**src/hw/scp_pkg.sv**
```systemverilog
// Constants, register map and state type for the serial channel packetizer
package scp_pkg;

  localparam int          ADDR_W       = 8;
  localparam logic [7:0]  REG_CTRL     = 8'h00;
  localparam logic [7:0]  REG_CMD      = 8'h04;
  localparam logic [7:0]  REG_STATUS   = 8'h08;
  localparam logic [7:0]  REG_INT_STAT = 8'h0c;
  localparam logic [7:0]  REG_INT_MASK = 8'h10;

  localparam int          CTRL_TS_BIT  = 0;
  localparam int          CTRL_SEC_BIT = 1;
  localparam int          CTRL_W       = 2;
  localparam logic [1:0]  CTRL_RST     = 2'h0;
  localparam int          CMD_END_BIT  = 0;

  localparam int          INT_BLK      = 0;
  localparam int          INT_END      = 1;
  localparam int          INT_PAR      = 2;
  localparam int          INT_W        = 3;
  localparam logic [2:0]  INT_RST      = 3'h0;

  localparam int          ST_OPEN_BIT  = 0;
  localparam int          ST_BUSY_BIT  = 1;
  localparam int          ST_END_BIT   = 2;
  localparam int          ST_FMT_LSB   = 4;
  localparam int          ST_CNT_LSB   = 16;

  localparam int          SUB_W        = 14;
  localparam int          CNT_W        = 16;
  localparam int          REL_TIME_W   = 48;
  localparam int          STAMP_W      = 64;
  localparam int          FMT_W        = 2;
  localparam logic [7:0]  FILL_BYTE    = 8'h00;
  localparam logic [15:0] TIME_ZERO    = 16'h0000;
  localparam int          TS_LAST_IDX  = 3;
  localparam int          HDR_LAST_IDX = 1;

  typedef enum logic [2:0] {
    S_COLLECT,
    S_DESC,
    S_TS,
    S_ID,
    S_DATA
  } scp_state_t;

endpackage

```
**src/hw/scp_blk_meta.sv**
```systemverilog
// Per-block time stamp, format and parity fault capture
`timescale 1ns/1ps
module scp_blk_meta
  import scp_pkg::*;
(
  input  wire logic                  clk_sys,
  input  wire logic                  reset_n,
  input  wire logic                  rx_start,
  input  wire logic [REL_TIME_W-1:0] rel_time,
  input  wire logic [STAMP_W-1:0]    sec_time,
  input  wire logic [FMT_W-1:0]      sec_time_fmt,
  input  wire logic                  sec_en,
  input  wire logic                  take,
  input  wire logic                  take_first,
  input  wire logic                  rx_parity_err,
  input  wire logic                  close,
  output logic      [STAMP_W-1:0]    blk_stamp,
  output logic      [FMT_W-1:0]      blk_fmt,
  output logic                       blk_pe
);

  logic [STAMP_W-1:0] pend_stamp_r;
  logic [FMT_W-1:0]   pend_fmt_r;
  logic [STAMP_W-1:0] cur_stamp_r;
  logic [FMT_W-1:0]   cur_fmt_r;
  logic               cur_pe_r;

  // Time source chosen at each start bit
  wire [STAMP_W-1:0] time_sel = sec_en ? sec_time : {TIME_ZERO, rel_time};
  wire [FMT_W-1:0]   fmt_sel  = sec_en ? sec_time_fmt : '0;
  wire               pe_nxt   = take_first ? rx_parity_err : (cur_pe_r | (take & rx_parity_err));

  always_ff @(posedge clk_sys or negedge reset_n) begin
    if (!reset_n) begin
      pend_stamp_r <= '0;
      pend_fmt_r   <= '0;
    end else if (rx_start) begin
      pend_stamp_r <= time_sel;
      pend_fmt_r   <= fmt_sel;
    end
  end

  always_ff @(posedge clk_sys or negedge reset_n) begin
    if (!reset_n) begin
      cur_stamp_r <= '0;
      cur_fmt_r   <= '0;
      cur_pe_r    <= 1'b0;
    end else begin
      cur_pe_r <= pe_nxt;
      if (take_first) begin
        cur_stamp_r <= pend_stamp_r;
        cur_fmt_r   <= pend_fmt_r;
      end
    end
  end

  // Frozen copy for the block being emitted
  always_ff @(posedge clk_sys or negedge reset_n) begin
    if (!reset_n) begin
      blk_stamp <= '0;
      blk_fmt   <= '0;
      blk_pe    <= 1'b0;
    end else if (close) begin
      blk_stamp <= cur_stamp_r;
      blk_fmt   <= cur_fmt_r;
      blk_pe    <= cur_pe_r;
    end
  end

endmodule

```
**src/hw/scp_packetizer.sv**
```systemverilog
// Serial channel packetizer top: block collection, packet emission, registers
//
// Local design decisions: the plain strobed port and the register addresses.
`timescale 1ns/1ps
module scp_packetizer
  import scp_pkg::*;
#(
  parameter int BLK_DEPTH = 256
) (
  input  wire logic                  clk_sys,
  input  wire logic                  reset_n,
  input  wire logic [ADDR_W-1:0]     reg_addr,
  input  wire logic [31:0]           reg_wdata,
  input  wire logic                  reg_wr,
  input  wire logic                  reg_rd,
  output logic      [31:0]           reg_rdata,
  input  wire logic                  rx_valid,
  input  wire logic [7:0]            rx_byte,
  input  wire logic [SUB_W-1:0]      rx_sub,
  input  wire logic                  rx_parity_err,
  input  wire logic                  rx_start,
  output logic                       rx_ack,
  input  wire logic [REL_TIME_W-1:0] rel_time,
  input  wire logic [STAMP_W-1:0]    sec_time,
  input  wire logic [FMT_W-1:0]      sec_time_fmt,
  output logic                       out_valid,
  output logic      [15:0]           out_word,
  output logic                       out_sop,
  output logic                       out_eop,
  input  wire logic                  out_ready,
  output logic                       irq
);

  localparam int AW = $clog2(BLK_DEPTH);

  scp_state_t         st_r;
  scp_state_t         st_nxt;
  logic [7:0]         mem [BLK_DEPTH];
  logic [CNT_W-1:0]   coll_cnt_r;
  logic [CNT_W-1:0]   out_cnt_r;
  logic [CNT_W-1:0]   idx_r;
  logic [SUB_W-1:0]   cur_sub_r;
  logic [SUB_W-1:0]   out_sub_r;
  logic               end_blk_r;
  logic               pkt_open_r;
  logic               pkt_ts_r;
  logic               flush_pend_r;
  logic [CTRL_W-1:0]  ctrl_r;
  logic [INT_W-1:0]   int_stat_r;
  logic [INT_W-1:0]   int_mask_r;
  logic [STAMP_W-1:0] blk_stamp;
  logic [FMT_W-1:0]   blk_fmt;
  logic               blk_pe;
  logic [15:0]        word_nxt;
  logic               last_nxt;
  logic [INT_W-1:0]   int_ev;
  logic [31:0]        status_w;

  // Low or high half of a 32-bit header field
  function automatic logic [15:0] half_sel(input logic hi, input logic [31:0] w);
    half_sel = hi ? w[31:16] : w[15:0];
  endfunction

  // Register offset match
  function automatic logic reg_hit(input logic [ADDR_W-1:0] a, input logic [7:0] offs);
    reg_hit = (a == offs);
  endfunction

  // Collection side
  wire collecting = (st_r == S_COLLECT);
  wire blk_open   = (coll_cnt_r != '0);
  wire blk_full   = (coll_cnt_r == CNT_W'(BLK_DEPTH));
  wire rx_pend    = rx_valid && !rx_ack;
  wire sub_chg    = rx_pend && (rx_sub != cur_sub_r);
  wire close      = collecting && blk_open && (sub_chg || blk_full || flush_pend_r);
  wire take       = collecting && rx_pend && !close;
  wire take_first = take && !blk_open;

  // Emission side
  wire               adv      = !out_valid || out_ready;
  wire               emitting = !collecting && adv;
  wire [CNT_W-1:0]   last_w   = (out_cnt_r - 16'd1) >> 1;
  wire [CNT_W:0]     hi_pos   = {idx_r, 1'b1};
  wire [AW-1:0]      lo_addr  = AW'({idx_r, 1'b0});
  wire [AW-1:0]      hi_addr  = AW'(hi_pos);
  wire               hi_real  = hi_pos < {1'b0, out_cnt_r};
  wire [7:0]         hi_byte  = hi_real ? mem[hi_addr] : FILL_BYTE;
  wire [31:0]        desc     = {pkt_ts_r, 31'h0};
  wire [31:0]        id_word  = {blk_pe, 1'b0, out_sub_r, out_cnt_r};
  wire [15:0]        ts_half  = blk_stamp[{idx_r[1:0], 4'h0} +: 16];
  wire               data_end = emitting && (st_r == S_DATA) && last_nxt;
  wire               pkt_end  = data_end && end_blk_r;

  // Word select per state
  always_comb begin
    word_nxt = '0;
    last_nxt = 1'b0;
    unique case (st_r)
      S_COLLECT: begin
        word_nxt = '0;
      end
      S_DESC: begin
        word_nxt = half_sel(idx_r[0], desc);
        last_nxt = (idx_r == CNT_W'(HDR_LAST_IDX));
      end
      S_TS: begin
        word_nxt = ts_half;
        last_nxt = (idx_r == CNT_W'(TS_LAST_IDX));
      end
      S_ID: begin
        word_nxt = half_sel(idx_r[0], id_word);
        last_nxt = (idx_r == CNT_W'(HDR_LAST_IDX));
      end
      S_DATA: begin
        word_nxt = {hi_byte, mem[lo_addr]};
        last_nxt = (idx_r == last_w);
      end
    endcase
  end

  // Next state
  always_comb begin
    st_nxt = st_r;
    unique case (st_r)
      S_COLLECT: begin
        if (close) begin
          st_nxt = !pkt_open_r ? S_DESC : (pkt_ts_r ? S_TS : S_ID);
        end
      end
      S_DESC: begin
        if (emitting && last_nxt) begin
          st_nxt = pkt_ts_r ? S_TS : S_ID;
        end
      end
      S_TS: begin
        if (emitting && last_nxt) begin
          st_nxt = S_ID;
        end
      end
      S_ID: begin
        if (emitting && last_nxt) begin
          st_nxt = S_DATA;
        end
      end
      S_DATA: begin
        if (emitting && last_nxt) begin
          st_nxt = S_COLLECT;
        end
      end
    endcase
  end

  // State and word index
  always_ff @(posedge clk_sys or negedge reset_n) begin
    if (!reset_n) begin
      st_r  <= S_COLLECT;
      idx_r <= '0;
    end else begin
      st_r <= st_nxt;
      if (st_nxt != st_r) begin
        idx_r <= '0;
      end else if (emitting) begin
        idx_r <= idx_r + 16'd1;
      end
    end
  end

  // Byte store of the open block
  always_ff @(posedge clk_sys) begin
    if (take) begin
      mem[AW'(coll_cnt_r)] <= rx_byte;
    end
  end

  always_ff @(posedge clk_sys or negedge reset_n) begin
    if (!reset_n) begin
      coll_cnt_r <= '0;
      cur_sub_r  <= '0;
      rx_ack     <= 1'b0;
    end else begin
      rx_ack <= take;
      if (close) begin
        coll_cnt_r <= '0;
      end else if (take) begin
        coll_cnt_r <= coll_cnt_r + 16'd1;
      end
      if (take_first) begin
        cur_sub_r <= rx_sub;
      end
    end
  end

  // Snapshot of the closed block and packet framing
  always_ff @(posedge clk_sys or negedge reset_n) begin
    if (!reset_n) begin
      out_cnt_r  <= '0;
      out_sub_r  <= '0;
      end_blk_r  <= 1'b0;
      pkt_open_r <= 1'b0;
      pkt_ts_r   <= 1'b0;
    end else begin
      if (close) begin
        out_cnt_r <= coll_cnt_r;
        out_sub_r <= cur_sub_r;
        end_blk_r <= flush_pend_r;
      end
      if (close && !pkt_open_r) begin
        pkt_open_r <= 1'b1;
        pkt_ts_r   <= ctrl_r[CTRL_TS_BIT];
      end else if (pkt_end) begin
        pkt_open_r <= 1'b0;
      end
    end
  end

  scp_blk_meta u_meta (
    .clk_sys       (clk_sys),
    .reset_n       (reset_n),
    .rx_start      (rx_start),
    .rel_time      (rel_time),
    .sec_time      (sec_time),
    .sec_time_fmt  (sec_time_fmt),
    .sec_en        (ctrl_r[CTRL_SEC_BIT]),
    .take          (take),
    .take_first    (take_first),
    .rx_parity_err (rx_parity_err),
    .close         (close),
    .blk_stamp     (blk_stamp),
    .blk_fmt       (blk_fmt),
    .blk_pe        (blk_pe)
  );

  // Output word stage
  always_ff @(posedge clk_sys or negedge reset_n) begin
    if (!reset_n) begin
      out_valid <= 1'b0;
      out_word  <= '0;
      out_sop   <= 1'b0;
      out_eop   <= 1'b0;
    end else if (adv) begin
      out_valid <= !collecting;
      out_word  <= word_nxt;
      out_sop   <= (st_r == S_DESC) && (idx_r == '0);
      out_eop   <= pkt_end;
    end
  end

  // Register access
  wire wr_ctrl  = reg_wr && reg_hit(reg_addr, REG_CTRL);
  wire wr_cmd   = reg_wr && reg_hit(reg_addr, REG_CMD);
  wire wr_istat = reg_wr && reg_hit(reg_addr, REG_INT_STAT);
  wire wr_imask = reg_wr && reg_hit(reg_addr, REG_INT_MASK);

  // Event strobes into the sticky status
  always_comb begin
    int_ev          = '0;
    int_ev[INT_BLK] = data_end;
    int_ev[INT_END] = pkt_end;
    int_ev[INT_PAR] = data_end && blk_pe;
  end

  wire [INT_W-1:0] int_clr   = wr_istat ? reg_wdata[INT_W-1:0] : '0;
  wire             flush_set = wr_cmd && reg_wdata[CMD_END_BIT];
  wire             flush_clr = pkt_end || (collecting && !blk_open && !pkt_open_r);

  // Status word from its fields
  always_comb begin
    status_w                      = '0;
    status_w[ST_OPEN_BIT]         = pkt_open_r;
    status_w[ST_BUSY_BIT]         = !collecting;
    status_w[ST_END_BIT]          = flush_pend_r;
    status_w[ST_FMT_LSB +: FMT_W] = blk_fmt;
    status_w[ST_CNT_LSB +: CNT_W] = coll_cnt_r;
  end

  wire [31:0] rd_val =
      reg_hit(reg_addr, REG_CTRL)     ? {{(32 - CTRL_W){1'b0}}, ctrl_r} :
      reg_hit(reg_addr, REG_STATUS)   ? status_w :
      reg_hit(reg_addr, REG_INT_STAT) ? {{(32 - INT_W){1'b0}}, int_stat_r} :
      reg_hit(reg_addr, REG_INT_MASK) ? {{(32 - INT_W){1'b0}}, int_mask_r} :
      32'h0000_0000;

  always_ff @(posedge clk_sys or negedge reset_n) begin
    if (!reset_n) begin
      ctrl_r       <= CTRL_RST;
      int_mask_r   <= INT_RST;
      int_stat_r   <= INT_RST;
      flush_pend_r <= 1'b0;
      reg_rdata    <= '0;
      irq          <= 1'b0;
    end else begin
      if (wr_ctrl) begin
        ctrl_r <= reg_wdata[CTRL_W-1:0];
      end
      if (wr_imask) begin
        int_mask_r <= reg_wdata[INT_W-1:0];
      end
      int_stat_r   <= int_ev | (int_stat_r & ~int_clr);
      flush_pend_r <= flush_set | (flush_pend_r & !flush_clr);
      reg_rdata    <= reg_rd ? rd_val : '0;
      irq          <= |(int_stat_r & int_mask_r);
    end
  end

endmodule

```
**config.mk**
```make
export PLATFORM = sky130hd
export DESIGN_NAME = scp_packetizer
export DESIGN_NICKNAME = d
export VERILOG_FILES = /design/src/hw/scp_pkg.sv /design/src/hw/scp_blk_meta.sv /design/src/hw/scp_packetizer.sv
export SDC_FILE = /design/constraint.sdc
export NUM_CORES = 2
export LEC_CHECK = 0
export ABC_AREA = 0
export BUFFER_PORTS_ARGS = -buffer_cell sky130_fd_sc_hd__buf_2
export CORE_UTILIZATION = 50
export DETAILED_ROUTE_END_ITERATION = 6
export HOLD_SLACK_MARGIN = 0.1
export PLACE_DENSITY = 0.66
export SLEW_MARGIN = 0
export SYNTH_ARGS = -nofsm -noshare
export SYNTH_HDL_FRONTEND = slang
export SYNTH_SLANG_ARGS = --single-unit
```
**constraint.sdc**
```tcl
create_clock -name clk_sys -period 4.45 [get_ports clk_sys]
set_input_delay 0.2225 -clock clk_sys [delete_from_list [all_inputs] [get_ports clk_sys]]
set_output_delay 0.2225 -clock clk_sys [all_outputs]
set_load 0.05 [all_outputs]
```
==> results.toml <==
[sta]
tns_ns = 0
finalSetupViolCount = 0
maxSlewHeadroom_pct = 17.0
finalHoldViolations = 0
fin_crit_sh_pct = 89.0
final.min_clock_period_ns = 3.96
tightest_slew_ns = 1.23
rsz0062_at_grt = "no"
fmax_ghz = 0.253
fin_ws_ns = 0.491
skew_ns = 0.0346
drv_slew = 0

[yosys]
ys_seq_area_share_pct = 74.0
ys_warn_count = 0
synth_seq_cells = 2381
yosysTopAreaCell = "edfxtp_1"
netlist_area_sq_um = 94300
async_flop_share_pct = 14.0
synth_edf_count = 2048
syn_inst = 4876
synthTopCellsByArea = "edfxtp_1, mux4_2, dfrtp_1, nor2_1, mux2_2"
yosysTopAreaCellShare_pct = 65.2
synth-main-ff-cell = "edfxtp_1"
yosysUniqueCellTypes = 78
postSynthAreaPerCell_sq_um = 19.3

[critical_path]
cp_cell_sequence = "inv_1 -> ha_1 -> nor4b_1 -> nand4b_1 -> inv_1 -> o311ai_2 -> and3_1 -> nand2_1 -> buf_4 -> nor2_1 -> buf_4"
crit_fanout = 10
crit_family = "simple AND/OR/NAND/NOR gates"
setup.worst_path.end_class = "flop"
critical_path_class = "reg -> reg"
critical_path.slowest_cell = "o311ai_2"
worst-endpoint-arrival_ns = 4.52
reg2reg_depth = 11
path_depth = 11
cp.buffers_inverters = 4
required_ns = 5.02
critPathMaxStageDelay_ns = 0.73
startpoint_type = "flop"

[global_routing]
met2_usage_pct = 39.0
use_met1_pct = 36.1
antenna_found_initial = 5
grt_max_degree = 137
grt_pass1_vias = 50800
gr-usage-met3_pct = 4.28
overflow = 0
busiest_layer = "met2"
grt_pass1_wl_um = 347000
grt_use_total_pct = 24.9

[pwr]
p_sw_share_pct = 29.3
p_per_area_nw_per_um2 = 540
finalPower_uw = 59700
p_comb_share_pct = 26.7
peakVddDrop_v = 0.000429
seqPwrFrac_pct = 41.7
power.internal_uw = 42200
clkPwrFrac_pct = 31.7
p_leak_uw = 0.0380
p_sw_uw = 17500

[cts]
path_clk_slew_ns = 0.06
htreeDepth = 4
clock_latency_ns = 0.88
cts_tree = "done"
post_cts_resized = 0
cts_made_buffers = 227
cts_buffer_depth = 3
cts_num_sinks = 2381
cts-root-buf = "clkbuf_16"

[layout]
finalNetCount = 5867
final_cells = 8351
utilization_pct = 58.9
layout-drive-gt1-share_pct = 29.4
final_common_cell = "edfxtp_1"
area_delta_synth_final_pct = 17.1
layout_common_cells = "edfxtp_1, mux4_2, nor2_1"

[place]
gp_congestion = 0.890
dp_hpwl_um = 145000
pre_cts_ws_ns = 0.634
portBuffers = 196
dp_cells = 7700

[route]
vias = 50200
wire_per_inst_um = 28.2
drc_errors = 0
viasPerCell = 6.01
drtAntennaViolNets = 0
drt_iter0_drc = 5164
drt_wl_total_um = 236000
dr.pass1.iters = 7

[run]
maxCapViolCount = 0

[floorplan]
die_area_sq_um = 190000
core-area_sq_um = 188000
die_w_um = 436
initial_utilization_pct = 50.3
ios = 237
die-height_um = 436
rows = 159

[min_path]
min_path_type = "in -> reg"
holdPathStages = 1

[run_status]
status = "complete, no violations"
-- synthesized netlist by cell type (4+ instances only) --
cell type	count
nor4b_1	4
nand4_1	15
a21oi_1	102
o22ai_1	9
a22oi_1	62
mux4_2	618
nand3_1	61
a21o_1	8
clkbuf_1	137
inv_1	45
a2111oi_0	7
nor2b_1	22
mux2i_1	80
buf_4	15
nor3_1	19
dfrtp_1	333
nand2_1	302
a31oi_1	11
edfxtp_1	2048
buf_2	74
mux2_2	120
o31ai_1	7
o211ai_1	6
a22o_1	11
nor4_1	8
o311ai_0	5
buf_1	72
ha_1	21
nand2b_1	7
and3_1	13
a211oi_1	11
nand4b_1	4
a221oi_1	12
nor2_1	398
xor2_1	27
and2_1	25
xnor2_1	29
o21ai_0	62
-- flip-flops by register name, indices dropped and copies added, names as in the netlist, 16 cells and up --
| name | cells |
|---|---|
| u_meta.blk_stamp | 64 |
| out_cnt_r | 16 |
| coll_cnt_r | 16 |
| u_meta.pend_stamp_r | 64 |
| idx_r | 16 |
| mem | 2048 |
| reg_rdata | 21 |
| out_word | 16 |
| u_meta.cur_stamp_r | 64 |
-- path summary, 6_finish.rpt --
| kind | from | endpoint | slack, ns |
|---|---|---|---|
| worst min register to register | u_meta.cur_stamp_r[26] | u_meta.blk_stamp[26] | 0.46 |
| max in group asynchronous | reset_n | idx_r[2] | 3.32 |
| min in group asynchronous | reset_n | out_sub_r[10] | 0.58 |
| worst max register to register | coll_cnt_r[0] | mem[42][7] | 0.49 |
| worst min-delay path | rx_byte[4] | mem[21][4] | 0.10 |
| worst max-delay path | coll_cnt_r[0] | mem[42][7] | 0.49 |
-- cell families (layout without fill, tap and decap cells) --
| logic type | after synthesis | after routing | synth area share, % |
|---|---|---|---|
| flip-flops | 2381 | 2381 | 74.0 |
| AND/OR/NAND/NOR | 907 | 907 | 4.17 |
| multiplexers | 818 | 818 | 17.0 |
| buffers and inverters | 350 | 1318 | 1.57 |
| AO/OA/AOI/OAI | 341 | 341 | 2.38 |
| XOR/XNOR | 57 | 57 | 0.544 |
| adder cells (fa/ha/maj) | 21 | 21 | 0.279 |
| other | 1 | 13 | 0.00397 |
-- layout make-up --
class                           instances  area [sq um]
Clock buffer                          298          6060
Timing Repair Buffer                  848          6960
Multi-Input combinational cell       2155         23100
Clock inverter                        123          1230
Fill cell                           13500         77100
Tap cell                             2495          3120
Antenna cell                            2          5.00
Sequential cell                      2381         69900
Inverter                               49           184
-- routing by layer --
metal | share of wire [%] | vias up | routed length [um]
met5 | 0.014 | - | 34
met4 | 3.1 | 4 | 7230
met3 | 8.0 | 382 | 18800
met2 | 47 | 2175 | 112000
met1 | 41 | 26600 | 97700
li1 | - | 21100 | -
-- stage by stage --
stage	hold slack, ns	area (sq um)
6_report	0.101	111000
5_1_grt	0.137	111000
4_1_cts	0.102	111000
3_5_place_dp	0.374	101000
3_3_place_gp	0.376	101000
2_1_floorplan	-0.0731	94400
-- power by group through the flow --
stage	clock [uW]	combinational [uW]	sequential, uW
after CTS	19200	16000	24900
final	18900	15900	24900
after floorplan	0	9860	25100
after detailed placement	0	15800	25300
after global routing	19900	16700	24900
after global placement	0	15800	25300
-- repair_timing --
action                                 4_1_cts  5_1_grt
endpoints found under the hold margin      439        0
setup buffers                                0        0
hold buffers                               228        0
No activity file was read; power rests on OpenSTA's default activity.
